===== src/lpm_pkg.sv =====
// Shared types and constants for the low-power mode controller
package lpm_pkg;

  // Power modes of the device
  typedef enum logic [2:0] {
    LPM_RUN,
    LPM_WAIT,
    LPM_LP_RUN,
    LPM_LP_WAIT,
    LPM_ACT_HALT,
    LPM_HALT,
    LPM_REF_WAIT
  } lpm_mode_t;

  // CPU mode requests, one-cycle pulses
  typedef struct packed {
    logic wait_for_event;
    logic wait_for_interrupt;
    logic lp_run_enter;
    logic lp_run_exit;
    logic act_halt;
    logic halt;
  } lpm_req_t;

  // Wake sources, already on the system clock
  typedef struct packed {
    logic int_irq;
    logic ext_irq;
    logic rtc_irq;
    logic periph_event;
    logic halt_wake;
  } lpm_wake_t;

  // Gating and power controls
  typedef struct packed {
    logic cpu_clk_en;
    logic periph_clk_en;
    logic rtc_clk_en;
    logic mem_nvm_en;
    logic low_speed_clk_sel;
    logic low_power_regulator_mode;
    logic ulp_regulator;
    logic ref_on;
  } lpm_ctrl_t;

  // Fast wakeup time and internal reference restart time
  localparam int LPM_FAST_WAKE_NS = 5000;
  localparam int LPM_REF_START_NS = 5000;
  localparam int LPM_CLK_NS = 10;
  localparam int LPM_FAST_WAKE_CYC = LPM_FAST_WAKE_NS / LPM_CLK_NS;
  localparam int LPM_REF_START_CYC = LPM_REF_START_NS / LPM_CLK_NS;
  localparam int LPM_CNT_W = 12;

  // Reset values of the controls
  localparam lpm_ctrl_t LPM_CTRL_RST = 8'hd1;

endpackage


===== src/lpm_wake_sync.sv =====
// Three-stage synchroniser for a pin-level wake input
`timescale 1ns/100ps
`default_nettype none
module lpm_wake_sync (
  input wire logic clk_sys_in,
  input wire logic sys_rst_in,
  input wire logic pin_in,
  output logic level_out
);
  logic s1_r;
  logic s2_r;
  logic s3_r;
  logic lvl_r;
  logic lvl_nxt;

  // Level changes only once stages two and three agree
  always_comb
  begin
    lvl_nxt = lvl_r;
    if (s2_r == s3_r)
    begin
      lvl_nxt = s3_r;
    end
  end

  always_ff @(posedge clk_sys_in or posedge sys_rst_in)
  begin
    if (sys_rst_in)
    begin
      s1_r <= 1'b0;
      s2_r <= 1'b0;
      s3_r <= 1'b0;
      lvl_r <= 1'b0;
    end
    else
    begin
      s1_r <= pin_in;
      s2_r <= s1_r;
      s3_r <= s2_r;
      lvl_r <= lvl_nxt;
    end
  end

  assign level_out = lvl_r;
endmodule
`default_nettype wire


===== src/lpm_wake_timer.sv =====
// Down-counter that times the wakeup delay
`timescale 1ns/100ps
`default_nettype none
module lpm_wake_timer #(
  parameter int CNT_W = 12
) (
  input wire logic clk_sys_in,
  input wire logic sys_rst_in,
  input wire logic load_in,
  input wire logic [CNT_W-1:0] count_in,
  output logic done_out
);
  logic [CNT_W-1:0] cnt_r;
  logic [CNT_W-1:0] cnt_nxt;

  // Load wins over counting
  always_comb
  begin
    cnt_nxt = cnt_r;
    if (load_in)
    begin
      cnt_nxt = count_in;
    end
    else if (cnt_r != '0)
    begin
      cnt_nxt = cnt_r - 1'b1;
    end
  end

  always_ff @(posedge clk_sys_in or posedge sys_rst_in)
  begin
    if (sys_rst_in)
    begin
      cnt_r <= '0;
    end
    else
    begin
      cnt_r <= cnt_nxt;
    end
  end

  assign done_out = (cnt_r == '0) && !load_in;
endmodule
`default_nettype wire


===== src/lpm_ctrl.sv =====
// Low-power mode controller: mode state machine and clock/power gating
`timescale 1ns/100ps
`default_nettype none
// How it works
// Wait stops CPU clock, peripherals keep running
// Wait exits on internal or external interrupt
// Wait entered by event or interrupt instruction
// Low-power run uses low-speed clock, RAM code
// Low-power run stops flash, regulator ultra-low
// Low-power run entered and left by software
// Interrupts never exit low-power run or wait
// Event instruction in low-power run enters wait
// Low-power wait wakes on peripheral event
// Event wake returns to low-power run
// Active-halt keeps only the RTC clock
// Active-halt wakes on RTC or external interrupt
// Halt stops all clocks, RAM kept
// Halt wakes on external or peripheral wake
// Reference off in halt, optional fast wake
// Halt modes switch regulator to low-power
// Reset ends any mode into run
module lpm_ctrl (
  input wire logic clk_sys_in,
  input wire logic sys_rst_in,
  input wire lpm_pkg::lpm_req_t req_in,
  input wire lpm_pkg::lpm_wake_t wake_in,
  input wire logic ext_irq_pin_in,
  input wire logic ref_off_halt_in,
  input wire logic fast_wake_in,
  input wire logic low_speed_ext_in,
  output lpm_pkg::lpm_ctrl_t ctrl_out,
  output lpm_pkg::lpm_mode_t mode_out,
  output logic wake_event_out,
  output logic wake_was_event_out
);
  lpm_pkg::lpm_mode_t mode_r;
  lpm_pkg::lpm_mode_t mode_nxt;
  lpm_pkg::lpm_ctrl_t ctrl_r;
  lpm_pkg::lpm_ctrl_t ctrl_nxt;
  logic wfe_r;
  logic wfe_nxt;
  logic ref_off_r;
  logic ref_off_nxt;
  logic wake_r;
  logic wake_nxt;
  logic evt_r;
  logic evt_nxt;
  logic ext_pin_lvl;
  logic ext_any;
  logic tmr_load;
  logic tmr_done;
  logic [lpm_pkg::LPM_CNT_W-1:0] tmr_count;

  // External interrupt pin comes from outside the clock domain
  lpm_wake_sync u_ext_sync (
    .clk_sys_in(clk_sys_in),
    .sys_rst_in(sys_rst_in),
    .pin_in(ext_irq_pin_in),
    .level_out(ext_pin_lvl)
  );

  // Times the reference restart, or the fast wakeup if selected or if the reference stayed on
  lpm_wake_timer #(
    .CNT_W(lpm_pkg::LPM_CNT_W)
  ) u_wake_tmr (
    .clk_sys_in(clk_sys_in),
    .sys_rst_in(sys_rst_in),
    .load_in(tmr_load),
    .count_in(tmr_count),
    .done_out(tmr_done)
  );

  assign ext_any = wake_in.ext_irq | ext_pin_lvl;

  // Controls implied by a mode
  function automatic lpm_pkg::lpm_ctrl_t ctrl_of(input lpm_pkg::lpm_mode_t m,
                                                 input logic ref_off,
                                                 input logic low_speed_external_osc);
    lpm_pkg::lpm_ctrl_t c;
    c = lpm_pkg::LPM_CTRL_RST;
    unique case (m)
      lpm_pkg::LPM_RUN:
      begin
        c = lpm_pkg::LPM_CTRL_RST;
      end
      lpm_pkg::LPM_WAIT:
      begin
        c.cpu_clk_en = 1'b0;
      end
      lpm_pkg::LPM_LP_RUN, lpm_pkg::LPM_LP_WAIT:
      begin
        c.cpu_clk_en = (m == lpm_pkg::LPM_LP_RUN);
        c.mem_nvm_en = 1'b0;
        c.low_speed_clk_sel = 1'b1;
        c.ulp_regulator = 1'b1;
        c.low_power_regulator_mode = 1'b1;
      end
      lpm_pkg::LPM_ACT_HALT:
      begin
        c.cpu_clk_en = 1'b0;
        c.periph_clk_en = 1'b0;
        c.rtc_clk_en = 1'b1;
        c.low_power_regulator_mode = 1'b1;
      end
      lpm_pkg::LPM_HALT, lpm_pkg::LPM_REF_WAIT:
      begin
        c.cpu_clk_en = 1'b0;
        c.periph_clk_en = 1'b0;
        c.rtc_clk_en = 1'b0;
        c.low_power_regulator_mode = 1'b1;
        c.ref_on = !(ref_off && m == lpm_pkg::LPM_HALT);
      end
    endcase
    c.low_speed_clk_sel = c.low_speed_clk_sel & 1'b1;
    if (m == lpm_pkg::LPM_LP_RUN || m == lpm_pkg::LPM_LP_WAIT)
    begin
      c.ulp_regulator = !low_speed_external_osc | 1'b1;
    end
    return c;
  endfunction

  // Mode sequencing; reset takes every mode back to run
  always_comb
  begin
    mode_nxt = mode_r;
    wfe_nxt = wfe_r;
    ref_off_nxt = ref_off_r;
    wake_nxt = 1'b0;
    evt_nxt = 1'b0;
    tmr_load = 1'b0;
    tmr_count = lpm_pkg::LPM_CNT_W'(lpm_pkg::LPM_REF_START_CYC);
    unique case (mode_r)
      lpm_pkg::LPM_RUN:
      begin
        if (req_in.wait_for_event || req_in.wait_for_interrupt)
        begin
          mode_nxt = lpm_pkg::LPM_WAIT;
          wfe_nxt = req_in.wait_for_event;
        end
        else if (req_in.lp_run_enter)
        begin
          mode_nxt = lpm_pkg::LPM_LP_RUN;
        end
        else if (req_in.act_halt)
        begin
          mode_nxt = lpm_pkg::LPM_ACT_HALT;
        end
        else if (req_in.halt)
        begin
          mode_nxt = lpm_pkg::LPM_HALT;
          ref_off_nxt = ref_off_halt_in;
        end
      end
      lpm_pkg::LPM_WAIT:
      begin
        // Event variant also wakes on peripheral events
        if (wake_in.int_irq || ext_any || (wfe_r && wake_in.periph_event))
        begin
          mode_nxt = lpm_pkg::LPM_RUN;
          wake_nxt = 1'b1;
          evt_nxt = wfe_r && !wake_in.int_irq && !ext_any;
        end
      end
      lpm_pkg::LPM_LP_RUN:
      begin
        // Interrupts are deliberately ignored here
        if (req_in.lp_run_exit)
        begin
          mode_nxt = lpm_pkg::LPM_RUN;
        end
        else if (req_in.wait_for_event)
        begin
          mode_nxt = lpm_pkg::LPM_LP_WAIT;
        end
      end
      lpm_pkg::LPM_LP_WAIT:
      begin
        // Only events wake; interrupts are not exit sources
        if (wake_in.periph_event)
        begin
          mode_nxt = lpm_pkg::LPM_LP_RUN;
          wake_nxt = 1'b1;
          evt_nxt = 1'b1;
        end
      end
      lpm_pkg::LPM_ACT_HALT:
      begin
        if (wake_in.rtc_irq || ext_any)
        begin
          mode_nxt = lpm_pkg::LPM_RUN;
          wake_nxt = 1'b1;
        end
      end
      lpm_pkg::LPM_HALT:
      begin
        if (ext_any || wake_in.halt_wake)
        begin
          // With the reference off and no fast wake, wait for the reference to restart
          tmr_load = 1'b1;
          if (ref_off_r && !fast_wake_in)
          begin
            tmr_count = lpm_pkg::LPM_CNT_W'(lpm_pkg::LPM_REF_START_CYC);
          end
          else
          begin
            tmr_count = lpm_pkg::LPM_CNT_W'(lpm_pkg::LPM_FAST_WAKE_CYC);
          end
          mode_nxt = lpm_pkg::LPM_REF_WAIT;
        end
      end
      lpm_pkg::LPM_REF_WAIT:
      begin
        if (tmr_done)
        begin
          mode_nxt = lpm_pkg::LPM_RUN;
          wake_nxt = 1'b1;
        end
      end
      default:
      begin
        mode_nxt = lpm_pkg::LPM_RUN;
      end
    endcase
    ctrl_nxt = ctrl_of(mode_nxt, ref_off_nxt, low_speed_ext_in);
  end

  // State registers; async reset gives normal run
  always_ff @(posedge clk_sys_in or posedge sys_rst_in)
  begin
    if (sys_rst_in)
    begin
      mode_r <= lpm_pkg::LPM_RUN;
      ctrl_r <= lpm_pkg::LPM_CTRL_RST;
      wfe_r <= 1'b0;
      ref_off_r <= 1'b0;
      wake_r <= 1'b0;
      evt_r <= 1'b0;
    end
    else
    begin
      mode_r <= mode_nxt;
      ctrl_r <= ctrl_nxt;
      wfe_r <= wfe_nxt;
      ref_off_r <= ref_off_nxt;
      wake_r <= wake_nxt;
      evt_r <= evt_nxt;
    end
  end

  assign ctrl_out = ctrl_r;
  assign mode_out = mode_r;
  assign wake_event_out = wake_r;
  assign wake_was_event_out = evt_r;
endmodule
`default_nettype wire


===== config.mk =====
export PLATFORM = sky130hd
export DESIGN_NAME = lpm_ctrl
export DESIGN_NICKNAME = d
export VERILOG_FILES = /design/src/lpm_pkg.sv /design/src/lpm_wake_sync.sv /design/src/lpm_wake_timer.sv /design/src/lpm_ctrl.sv
export SDC_FILE = /design/constraint.sdc
export NUM_CORES = 1
export LEC_CHECK = 0
export BUFFER_PORTS_ARGS = -buffer_cell sky130_fd_sc_hd__buf_2
export CORE_UTILIZATION = 25
export CTS_CLUSTER_DIAMETER = 200
export CTS_CLUSTER_SIZE = 20
export DETAILED_ROUTE_END_ITERATION = 7
export PLACE_DENSITY = 0.5
export SETUP_SLACK_MARGIN = 0.3
export SLEW_MARGIN = 30
export SYNTH_ARGS = -nofsm -noshare
export SYNTH_HDL_FRONTEND = slang
export SYNTH_SLANG_ARGS = --single-unit

===== constraint.sdc =====
create_clock -name clk_sys_in -period 2.51 [get_ports clk_sys_in]
set_clock_uncertainty 0.1 [all_clocks]
set_input_delay 0.1255 -clock clk_sys_in [delete_from_list [all_inputs] [get_ports clk_sys_in]]
set_output_delay 0.1255 -clock clk_sys_in [all_outputs]
set_load 0.005 [all_outputs]

=== After elaboration in Yosys (flattened, before gate mapping) ===
Index checks and enable logic that the tools add are counted.

* Bits in registers: 31
* Input port bits: 17
* Output and inout bits: 13
* Logic and storage cells: 93

* Add/subtract/negate cells: 1
* Equal/unequal tests: 13
* Multiplexer cells: 35
* Bitwise operators: 1
* Reductions and logical operators: 25

{| class="wikitable"
|+ Operators with widths
! kind !! number
|-
| $mux W3 || 11
|-
| $mux W12 || 2
|-
| $pmux W3 S7 || 1
|-
| $eq A3 B3 Y1 const B || 6
|-
| $mux W1 || 16
|-
| $eq A3 B2 Y1 const B || 4
|-
| $logic_not A12 Y1 || 1
|-
| $reduce_bool A12 Y1 || 1
|-
| $sub A12 B1 Y12 const B || 1
|-
| $eq A3 B1 Y1 const B || 2
|-
| $logic_not A3 Y1 || 2
|-
| $logic_or A1 B1 Y1 || 6
|-
| $logic_and A1 B1 Y1 || 5
|-
| $reduce_or A5 Y1 || 1
|-
| $logic_not A1 Y1 || 4
|-
| $pmux W1 S4 || 1
|-
| $pmux W2 S2 || 1
|-
| $reduce_or A2 Y1 || 2
|-
| $reduce_or A4 Y1 || 1
|-
| $pmux W1 S3 || 1
|-
| $mux W2 || 1
|-
| $pmux W1 S2 || 1
|-
| $reduce_and A2 Y1 || 1
|-
| $reduce_bool A2 Y1 || 1
|-
| 2 further kinds || 2
|}

=== Depth between registers and ports, before layout ===
Gate-level depths: netlist of run 1.

* Depth in word-level cells: 12
* Mapped depth: 8
* Mapped depth without buffers: 8

=== Cells and area by module ===
From an unflattened synthesis of run 1, not the netlist that was laid out.

* Cells, all modules: 150
* Area total of the unflattened synthesis: 1,564.0 um2

{| class="wikitable"
|+ Modules (own cells, without submodules)
! module !! times used !! cells an instance !! area each (um2) !! sequential area each (um2)
|-
| lpm_ctrl || 1 || 69 || 767.0 || 355.3
|-
| lpm_wake_timer || 1 || 75 || 681.9 || 300.3
|-
| lpm_wake_sync || 1 || 6 || 115.1 || 100.1
|}

=== Worst setup path before layout of run 1 ===
Ideal clock, no wire load.

* Kind: flip-flop to flip-flop
* Start: reg u_wake_tmr.cnt_r[0]
* End: reg ctrl_r, in the netlist ctrl_out[3]
* Setup time: 75 ps
* Arrival time: 1,987 ps
* Data required time: 2,335 ps
* Slack: 348 ps
* Cell stages (with the launch flop): 9
* Path through: dfrtp_1 > inv_1 > ha_1 > or3b_2 > or4_1 > nand4_1 > and2b_2 > inv_2 > nor2_1

* Word-level cells in the longest chain between the ends: 7
* Elaborated cells on any way between the ends: 8
* Classes of those cells: 2 x eq/ne; 3 x mux; 3 x reduce/logical

{| class="wikitable"
|+ Ends and longest elaborated chain
! item !! RTL line !! text
|-
| start, declared || lpm_wake_timer.sv:13 || <nowiki>logic [CNT_W-1:0] cnt_r;</nowiki>
|-
| start signal, assigned || lpm_wake_timer.sv:38 || <nowiki>cnt_r <= cnt_nxt;</nowiki>
|-
| $logic_not A12 Y1 (*) || lpm_wake_timer.sv:42 || <nowiki>assign done_out = (cnt_r == '0) && !load_in;</nowiki>
|-
| $logic_and A1 B1 Y1 (*) || lpm_wake_timer.sv:42 ||
|-
| $mux W3 (*) || lpm_ctrl.sv:213 || <nowiki>if (tmr_done)</nowiki>
|-
| $pmux W3 S7 (*) || lpm_ctrl.sv:132 || <nowiki>unique case (mode_r)</nowiki>
|-
| net mode_nxt[2] || lpm_ctrl.sv:37 || <nowiki>lpm_pkg::lpm_mode_t mode_nxt;</nowiki>
|-
| $eq A3 B2 Y1 || lpm_ctrl.sv:81 || <nowiki>unique case (m)</nowiki>
|-
| $reduce_or A2 Y1 (*) || lpm_ctrl.sv:81 ||
|-
| $mux W2 (*) || lpm_ctrl.sv:81 ||
|-
| end signal, assigned || lpm_ctrl.sv:233 || <nowiki>ctrl_r <= lpm_pkg::LPM_CTRL_RST;</nowiki>
|-
| end signal, assigned || lpm_ctrl.sv:242 || <nowiki>ctrl_r <= ctrl_nxt;</nowiki>
|-
| end, declared || lpm_ctrl.sv:38 || <nowiki>lpm_pkg::lpm_ctrl_t ctrl_r;</nowiki>
|}

Mark *: on every way through the listed nets, which the timed path passes. The rest lies on a longest branch.
A chain may end at the register's enable or synchronous reset.

=== Worst setup path in the final report of run 1 ===
* Start: reg u_wake_tmr.cnt_r[6]
* End: reg u_wake_tmr.cnt_r[11]

* Word-level cells in the longest chain between the ends: 3
* Elaborated cells on any way between the ends: 5
* Classes of those cells: 1 x add/sub; 2 x mux; 2 x reduce/logical

{| class="wikitable"
|+ Ends and longest elaborated chain
! item !! RTL line !! text
|-
| $sub A12 B1 Y12 || lpm_wake_timer.sv:26 || <nowiki>cnt_nxt = cnt_r - 1'b1;</nowiki>
|-
| $mux W12 || lpm_wake_timer.sv:24 || <nowiki>else if (cnt_r != '0)</nowiki>
|-
| $mux W12 || lpm_wake_timer.sv:20 || <nowiki>if (load_in)</nowiki>
|}

Several ways; a longest one is shown, not always the timed one. The select of a mux whose other input is x is not followed.

==> flow_summary.toml, run 1 <==
[run_status]
status = "completed"

[critical_path]
endpoint_kind = "flop"
crit_chain = "or4_4, or2_4, or4_1, xor2_1, nor2_1"
cp_data_arrival_time_ns = 2.20
cpPeakStageDelay_ns = 0.56
required_ns = 2.56
slowest_stage = "or4_4"
crit_fanout = 4
crit_start = "u_wake_tmr.cnt_r[6]$_DFFE_PP0N_"
r2r_start = "u_wake_tmr.cnt_r[6]$_DFFE_PP0N_"
crit_type = "reg -> reg"
crit_buf_inv = 0
critPathTopFamily = "simple AND/OR/NAND/NOR gates"
cp-start-kind = "flop"

[routing]
wire_per_inst_um = 11.9
drt_iter0_drc = 73
via_per_inst = 4.64
route.top_layer_used = "met4"
drcViolationCount = 0
wl_met1_um = 1370
wirelength_um = 2910
wl_met2_um = 1320
drt_first_pass_iters = 4
antenna_left = 0
routed-wl-met3_um = 165
via_count = 1136

[synthesis]
synth_cells = 134
syn-num-nets = 152
mappedNetlistArea_mm2 = 0.00140
synth_top_flop_cell = "dfrtp_1"
yosysTopAreaCell = "dfrtp_1"
synth-seq-cells = 30
synth_area_leaders = "dfrtp_1, dfstp_2, nor2_1"
synth_warnings = 0
synth_cell_types = 42
ys_seq_area_share_pct = 54.2
synth_top_area_share_pct = 46.6
avgSynthCellArea_um2 = 10.4
ys_async_sr_fraction_pct = 100
synth_edf_count = 0

[clock_network]
clkLatencyLatePin_ns = 0.28
cts.path.max_buffers = 2
cts_made_buffers = 5
tritoncts = "yes"
cts_htree_levels = 2
path_clk_slew_ns = 0.07
clockRootBuffer = "clkbuf_8"
clkSinkCount = 30

[cells_and_area]
fin_cells = 245
nets = 192
antenna_cells = 0
n_fill_cell = 556
multi_input_area_um2 = 637
syn_to_final_growth_pct = 30.0
drive_gt1_share_pct = 34.9
register_area_um2 = 756

[sta]
relSlewSlack_pct = 67.6
grt_setup_unrepaired = "false"
finalHoldViolations = 0
slew_violations = 0
worst_slew_pin_slew_ns = 0.482
post-route-period-util_pct = 85.5
fmax_ghz = 0.466
min_period_ns = 2.15
fin_ws_ns = 0.363
setup-violations-final = 0
finalSetupTns_ns = 0

[power]
cellPowerDensity_mw_per_mm2 = 1060
p_leak_uw = 0.000778
ir_drop_v = 0.000307

[hold_path]
min-delay-start = "wake_in[1]"
hold_path_class = "in -> reg"

[place]
hpwlAfterDp_um = 2070
placed_cells_incl_taps = 229
pre_cts_ws_ns = 0.218
gp_congestion = 0.814
io_buffers = 27

[floorplanning]
rows = 26
die_area_mm2 = 0.00588
die_width_um = 76.7
fp.dieH_um = 76.7
num_io_pins = 30
start_util_pct = 26.6
fp.coreArea_mm2 = 0.00524

[grt]
grt_pass1_wl_um = 5040
grt_overflow = 0
grt.total_usage_pct = 11.1
grt_max_degree = 31
grt_pass1_vias = 1071
antenna_found_initial = 0

[job]
cap_violations = 0
-- cells in the mapped netlist, types with 2 or more instances --
| cell | instances |
|---|---|
| o21ai_0 | 5 |
| or4_1 | 3 |
| nand2_1 | 7 |
| dfstp_2 | 4 |
| o31ai_1 | 3 |
| dfrtp_1 | 26 |
| nor4_1 | 3 |
| inv_1 | 4 |
| xnor2_1 | 4 |
| nand3_1 | 3 |
| a21oi_1 | 5 |
| and3_1 | 2 |
| nor3_1 | 10 |
| a211oi_1 | 3 |
| nand3b_1 | 3 |
| nor2b_1 | 2 |
| nand2b_1 | 5 |
| nor2_1 | 15 |
| or3_1 | 2 |
| clkbuf_1 | 3 |
-- flip-flops by register name (all words and copies together), names as in the netlist --
| register | count |
|---|---|
| wfe_r | 1 |
| u_wake_tmr.cnt_r | 12 |
| u_ext_sync.s2_r | 1 |
| ctrl_out | 7 |
| mode_out | 3 |
| u_ext_sync.level_out | 1 |
| wake_event_out | 1 |
| wake_was_event_out | 1 |
| ref_off_r | 1 |
| u_ext_sync.s1_r | 1 |
| u_ext_sync.s3_r | 1 |
-- metrics by stage --
stage / hold WS (ns) / power [uW] / cell area, um2 / utilization, %
2_1_floorplan: 0.0569 / 1250 / 1400 / -
3_3_place_gp: 0.117 / 1410 / 1610 / 30.8
3_5_place_dp: 0.137 / 1440 / 1610 / 30.8
4_1_cts: 0.0335 / 1860 / 1750 / 33.4
5_1_grt: 0.0525 / 2070 / 1810 / 34.6
6_report: 0.0429 / 1920 / 1810 / 34.6
-- repair_timing --
| item | CTS | global route |
|---|---|---|
| endpoints found under the hold margin | 29 | 0 |
| buffers inserted | 0 | 4 |
| hold buffers | 4 | 0 |
| resized for setup | 1 | 8 |
| endpoints found under the setup margin | 7 | 9 |
| pin swaps | 0 | 1 |
-- layer usage --
| layer | up-vias | track usage (%) |
|---|---|---|
| met3 | 6 | 4.17 |
| met2 | 31 | 16.6 |
| li1 | 559 | - |
| met1 | 540 | 14.1 |
| met5 | - | 0 |
| met4 | 0 | 5.19 |
-- path summary, 6_finish.rpt --
kind | to | slack, ns | cells after the start
max in group asynchronous | ctrl_out[6]$_DFF_PP1_ | 1.63 | 4
worst max register to register | u_wake_tmr.cnt_r[11]$_DFFE_PP0N_ | 0.36 | 5
worst min register to register | u_ext_sync.s2_r$_DFF_PP0_ | 0.25 | 0
worst max-delay path | u_wake_tmr.cnt_r[11]$_DFFE_PP0N_ | 0.36 | 5
min in group asynchronous | mode_out[2]$_DFF_PP0_ | 0.36 | 4
worst min-delay path | wake_was_event_out$_DFF_PP0_ | 0.04 | 3
-- placed cells by master, fill, tap and decap left out, types with 3 or more instances in the layout --
cell type / synthesis / layout
nor2_1: 15 / 14
xnor2_1: 4 / 4
a21oi_1: 5 / 5
buf_4: 1 / 6
o31ai_1: 3 / 3
or4_1: 3 / 3
nand3b_1: 3 / 3
dlygate4sd3_1: 0 / 4
nand2_1: 7 / 7
buf_2: 0 / 27
dfrtp_1: 26 / 26
a211oi_1: 3 / 3
dfstp_2: 4 / 4
clkbuf_8: 0 / 6
inv_2: 1 / 3
nand3_1: 3 / 3
nor3_1: 10 / 9
nand2b_1: 5 / 5
nor4_1: 3 / 3
o21ai_0: 5 / 5
-- power by group --
group,total [uW],switching (uW),internal [uW]
Combinational,664,333,331
Sequential,846,172,674
Clock,407,187,220
-- cell type report --
type / count / area share [%]
Clock buffer: 6 / 4.55
Tap cell: 70 / 4.83
Clock inverter: 2 / 0.690
Inverter: 5 / 1.03
Timing Repair Buffer: 37 / 12.1
Multi-Input combinational cell: 95 / 35.1
Sequential cell: 30 / 41.7
-- kinds of logic after synthesis --
family | Yosys count | share of synthesized area, %
buffers and inverters | 9 | 2.69
flip-flops | 30 | 54.2
AND/OR/NAND/NOR | 66 | 27.9
AO/OA/AOI/OAI | 21 | 9.69
multiplexers | 1 | 0.807
adder cells (fa/ha/maj) | 2 | 1.61
XOR/XNOR | 5 | 3.14
-- worst reg2reg max path, delay by kind of cell, from the launching register on --
kind                      cells  cell delay [ns]
and+or+nand+nor               4             1.39
xor gates and xnor gates      1             0.15
DFF                           1             0.39
(Power assumes the default switching activity.)
==> run 2: changes to the inputs <==
--- a/config.mk
+++ b/config.mk
@@ -6,11 +6,11 @@
 export NUM_CORES = 1
 export LEC_CHECK = 0
 export BUFFER_PORTS_ARGS = -buffer_cell sky130_fd_sc_hd__buf_2
-export CORE_UTILIZATION = 25
+export CORE_UTILIZATION = 53
 export CTS_CLUSTER_DIAMETER = 200
 export CTS_CLUSTER_SIZE = 20
 export DETAILED_ROUTE_END_ITERATION = 7
-export PLACE_DENSITY = 0.5
+export PLACE_DENSITY = 0.85
 export SETUP_SLACK_MARGIN = 0.3
 export SLEW_MARGIN = 30
 export SYNTH_ARGS = -nofsm -noshare
==> flow_summary.toml, run 2 (same netlist as run 1, synthesis figures left out) <==
[critical_path]
required_ns = 2.61
slowest_stage = "or4_4"
crit_start = "u_wake_tmr.cnt_r[5]$_DFFE_PP0N_"
rr_worst_depth = 5
crit_buf_inv = 0
crit_chain = "or4_4, or2_4, or4_1, xor2_1, nor2_1"
endpoint_kind = "flop"
critPathTopFamily = "simple AND/OR/NAND/NOR gates"
r2r_end = "u_wake_tmr.cnt_r[11]$_DFFE_PP0N_"
crit_type = "reg -> reg"
cp_num_cells = 5
cpPeakStageDelay_ns = 0.58
cp_data_arrival_time_ns = 2.29
r2r_setup_slack_ns = 0.32
crit_fanout = 4
crit_end = "u_wake_tmr.cnt_r[11]$_DFFE_PP0N_"
cp-start-kind = "flop"
r2r_start = "u_wake_tmr.cnt_r[5]$_DFFE_PP0N_"

[run_status]
violations = "hold timing"
status = "complete, but fails checks"

[hold_path]
min-delay-start = "req_in[4]"
hold_path_class = "in -> reg"

[sta]
finalHoldViolations = 1
relSlewSlack_pct = 56.1
min_period_ns = 2.19
fmax_ghz = 0.457
slew_violations = 0
fin_ws_ns = 0.323
post-route-period-util_pct = 87.1
grt_setup_unrepaired = "true"
setup-violations-final = 0
finalSetupTns_ns = 0
worst_slew_pin_slew_ns = 0.656
timing.hold.ws_ns = -0.000976

[grt]
grt_overflow = 0
grt.total_usage_pct = 22.6
met3_usage_pct = 8.91
antenna_found_initial = 0
grt_pass1_vias = 994
met1_usage_pct = 25.0
grt_max_degree = 31
busiest_layer = "met2"
grt_use_met2_pct = 36.9
grt_pass1_wl_um = 4310

[routing]
drt_first_pass_iters = 4
wirelength_um = 2930
wire_per_inst_um = 14.1
antenna_left = 0
drcViolationCount = 0
via_count = 1167
via_per_inst = 5.61
drt_iter0_drc = 39

[power]
p_leak_uw = 0.000802
ir_drop_v = 0.000974
cellPowerDensity_mw_per_mm2 = 1130
p_total_uw = 2020

[clock_network]
cts_made_buffers = 5
cts_htree_levels = 2
clkLatencyLatePin_ns = 0.34
tritoncts = "yes"
path_clk_slew_ns = 0.10
cts.path.max_buffers = 2
clockRootBuffer = "clkbuf_4"
clkSinkCount = 30

[cells_and_area]
nets = 195
antenna_cells = 0
layout_commonest_cell = "buf_2"
most-common-layout-cells = "buf_2, dfrtp_1, nor2_1"
drive_gt1_share_pct = 33.7
syn_to_final_growth_pct = 28.0
largest_reg_flops = 12
largest_register = "u_wake_tmr.cnt_r"

[place]
pre_cts_ws_ns = 0.230
io_buffers = 27
hpwlAfterDp_um = 1940
gp_congestion = 0.774

[floorplanning]
fp.dieH_um = 53.3
fp.coreArea_mm2 = 0.00248
die_area_mm2 = 0.00284
num_io_pins = 30
rows = 18
start_util_pct = 56.3
die_width_um = 53.3

[job]
cap_violations = 0
-- run 2: cell count changes in the layout (fill, tap and decap cells not counted), sizes merged --
cell	delta
buf	+2
bufinv	+2
clkinv	-1
clkinvlp	-1
dlygate4sd3	+1
-- run 2: metrics by stage --
stage | instance area [um2] | cells | hold WS (ns) | utilization, %
2_1_floorplan | 1400 | 134 | 0.0569 | -
3_3_place_gp | 1560 | 188 | 0.107 | 62.8
3_5_place_dp | 1560 | 188 | 0.115 | 62.8
4_1_cts | 1730 | 202 | 0.00763 | 69.7
5_1_grt | 1790 | 208 | 0.0105 | 72.1
6_report | 1790 | 208 | -0.000976 | 72.1
-- run 2: final cells by class --
cell class	count	area [um2]
timing repair buffer	40	245
fill	194	692
multi-input combinational	95	617
tap	30	37.5
sequential	30	756
clock buffer	6	51.3
inverter	5	18.8
clock inverter	2	60.1
-- run 2: what timing repair did --
item / CTS / global route
pin swaps: 0 / 3
endpoints found under the hold margin: 31 / 0
setup buffers: 1 / 6
resized for setup: 1 / 4
hold buffers: 5 / 0
setup endpoints to repair: 11 / 10
-- run 2: per-layer routing --
metal	share of wire (%)	routed length (um)	up-vias
met2	49	1430	46
met3	6.4	189	8
li1	-	-	569
met1	42	1240	544
met5	0	0	-
met4	2.5	74	0
-- run 2: where the power goes --
group	internal (uW)	switching (uW)
clock	337	176
sequential	673	165
combinational	329	340
total	1340	681
-- run 2: worst reg2reg max path, delay by kind of cell, from the launching register on --
family	cells	cell delay, ns
xor+xnor	1	0.15
flops	1	0.40
simple gates	4	1.41
-- run 2: worst min path at each step --
stage,depth (start not counted),to
after floorplan,0,u_ext_sync.s1_r$_DFF_PP0_
after global placement,3,ctrl_out[2]$_DFF_PP0_
after detailed placement,3,ctrl_out[5]$_DFF_PP0_
after CTS,3,wfe_r$_DFFE_PP0P_
after global routing,3,wfe_r$_DFFE_PP0P_
final,3,wfe_r$_DFFE_PP0P_
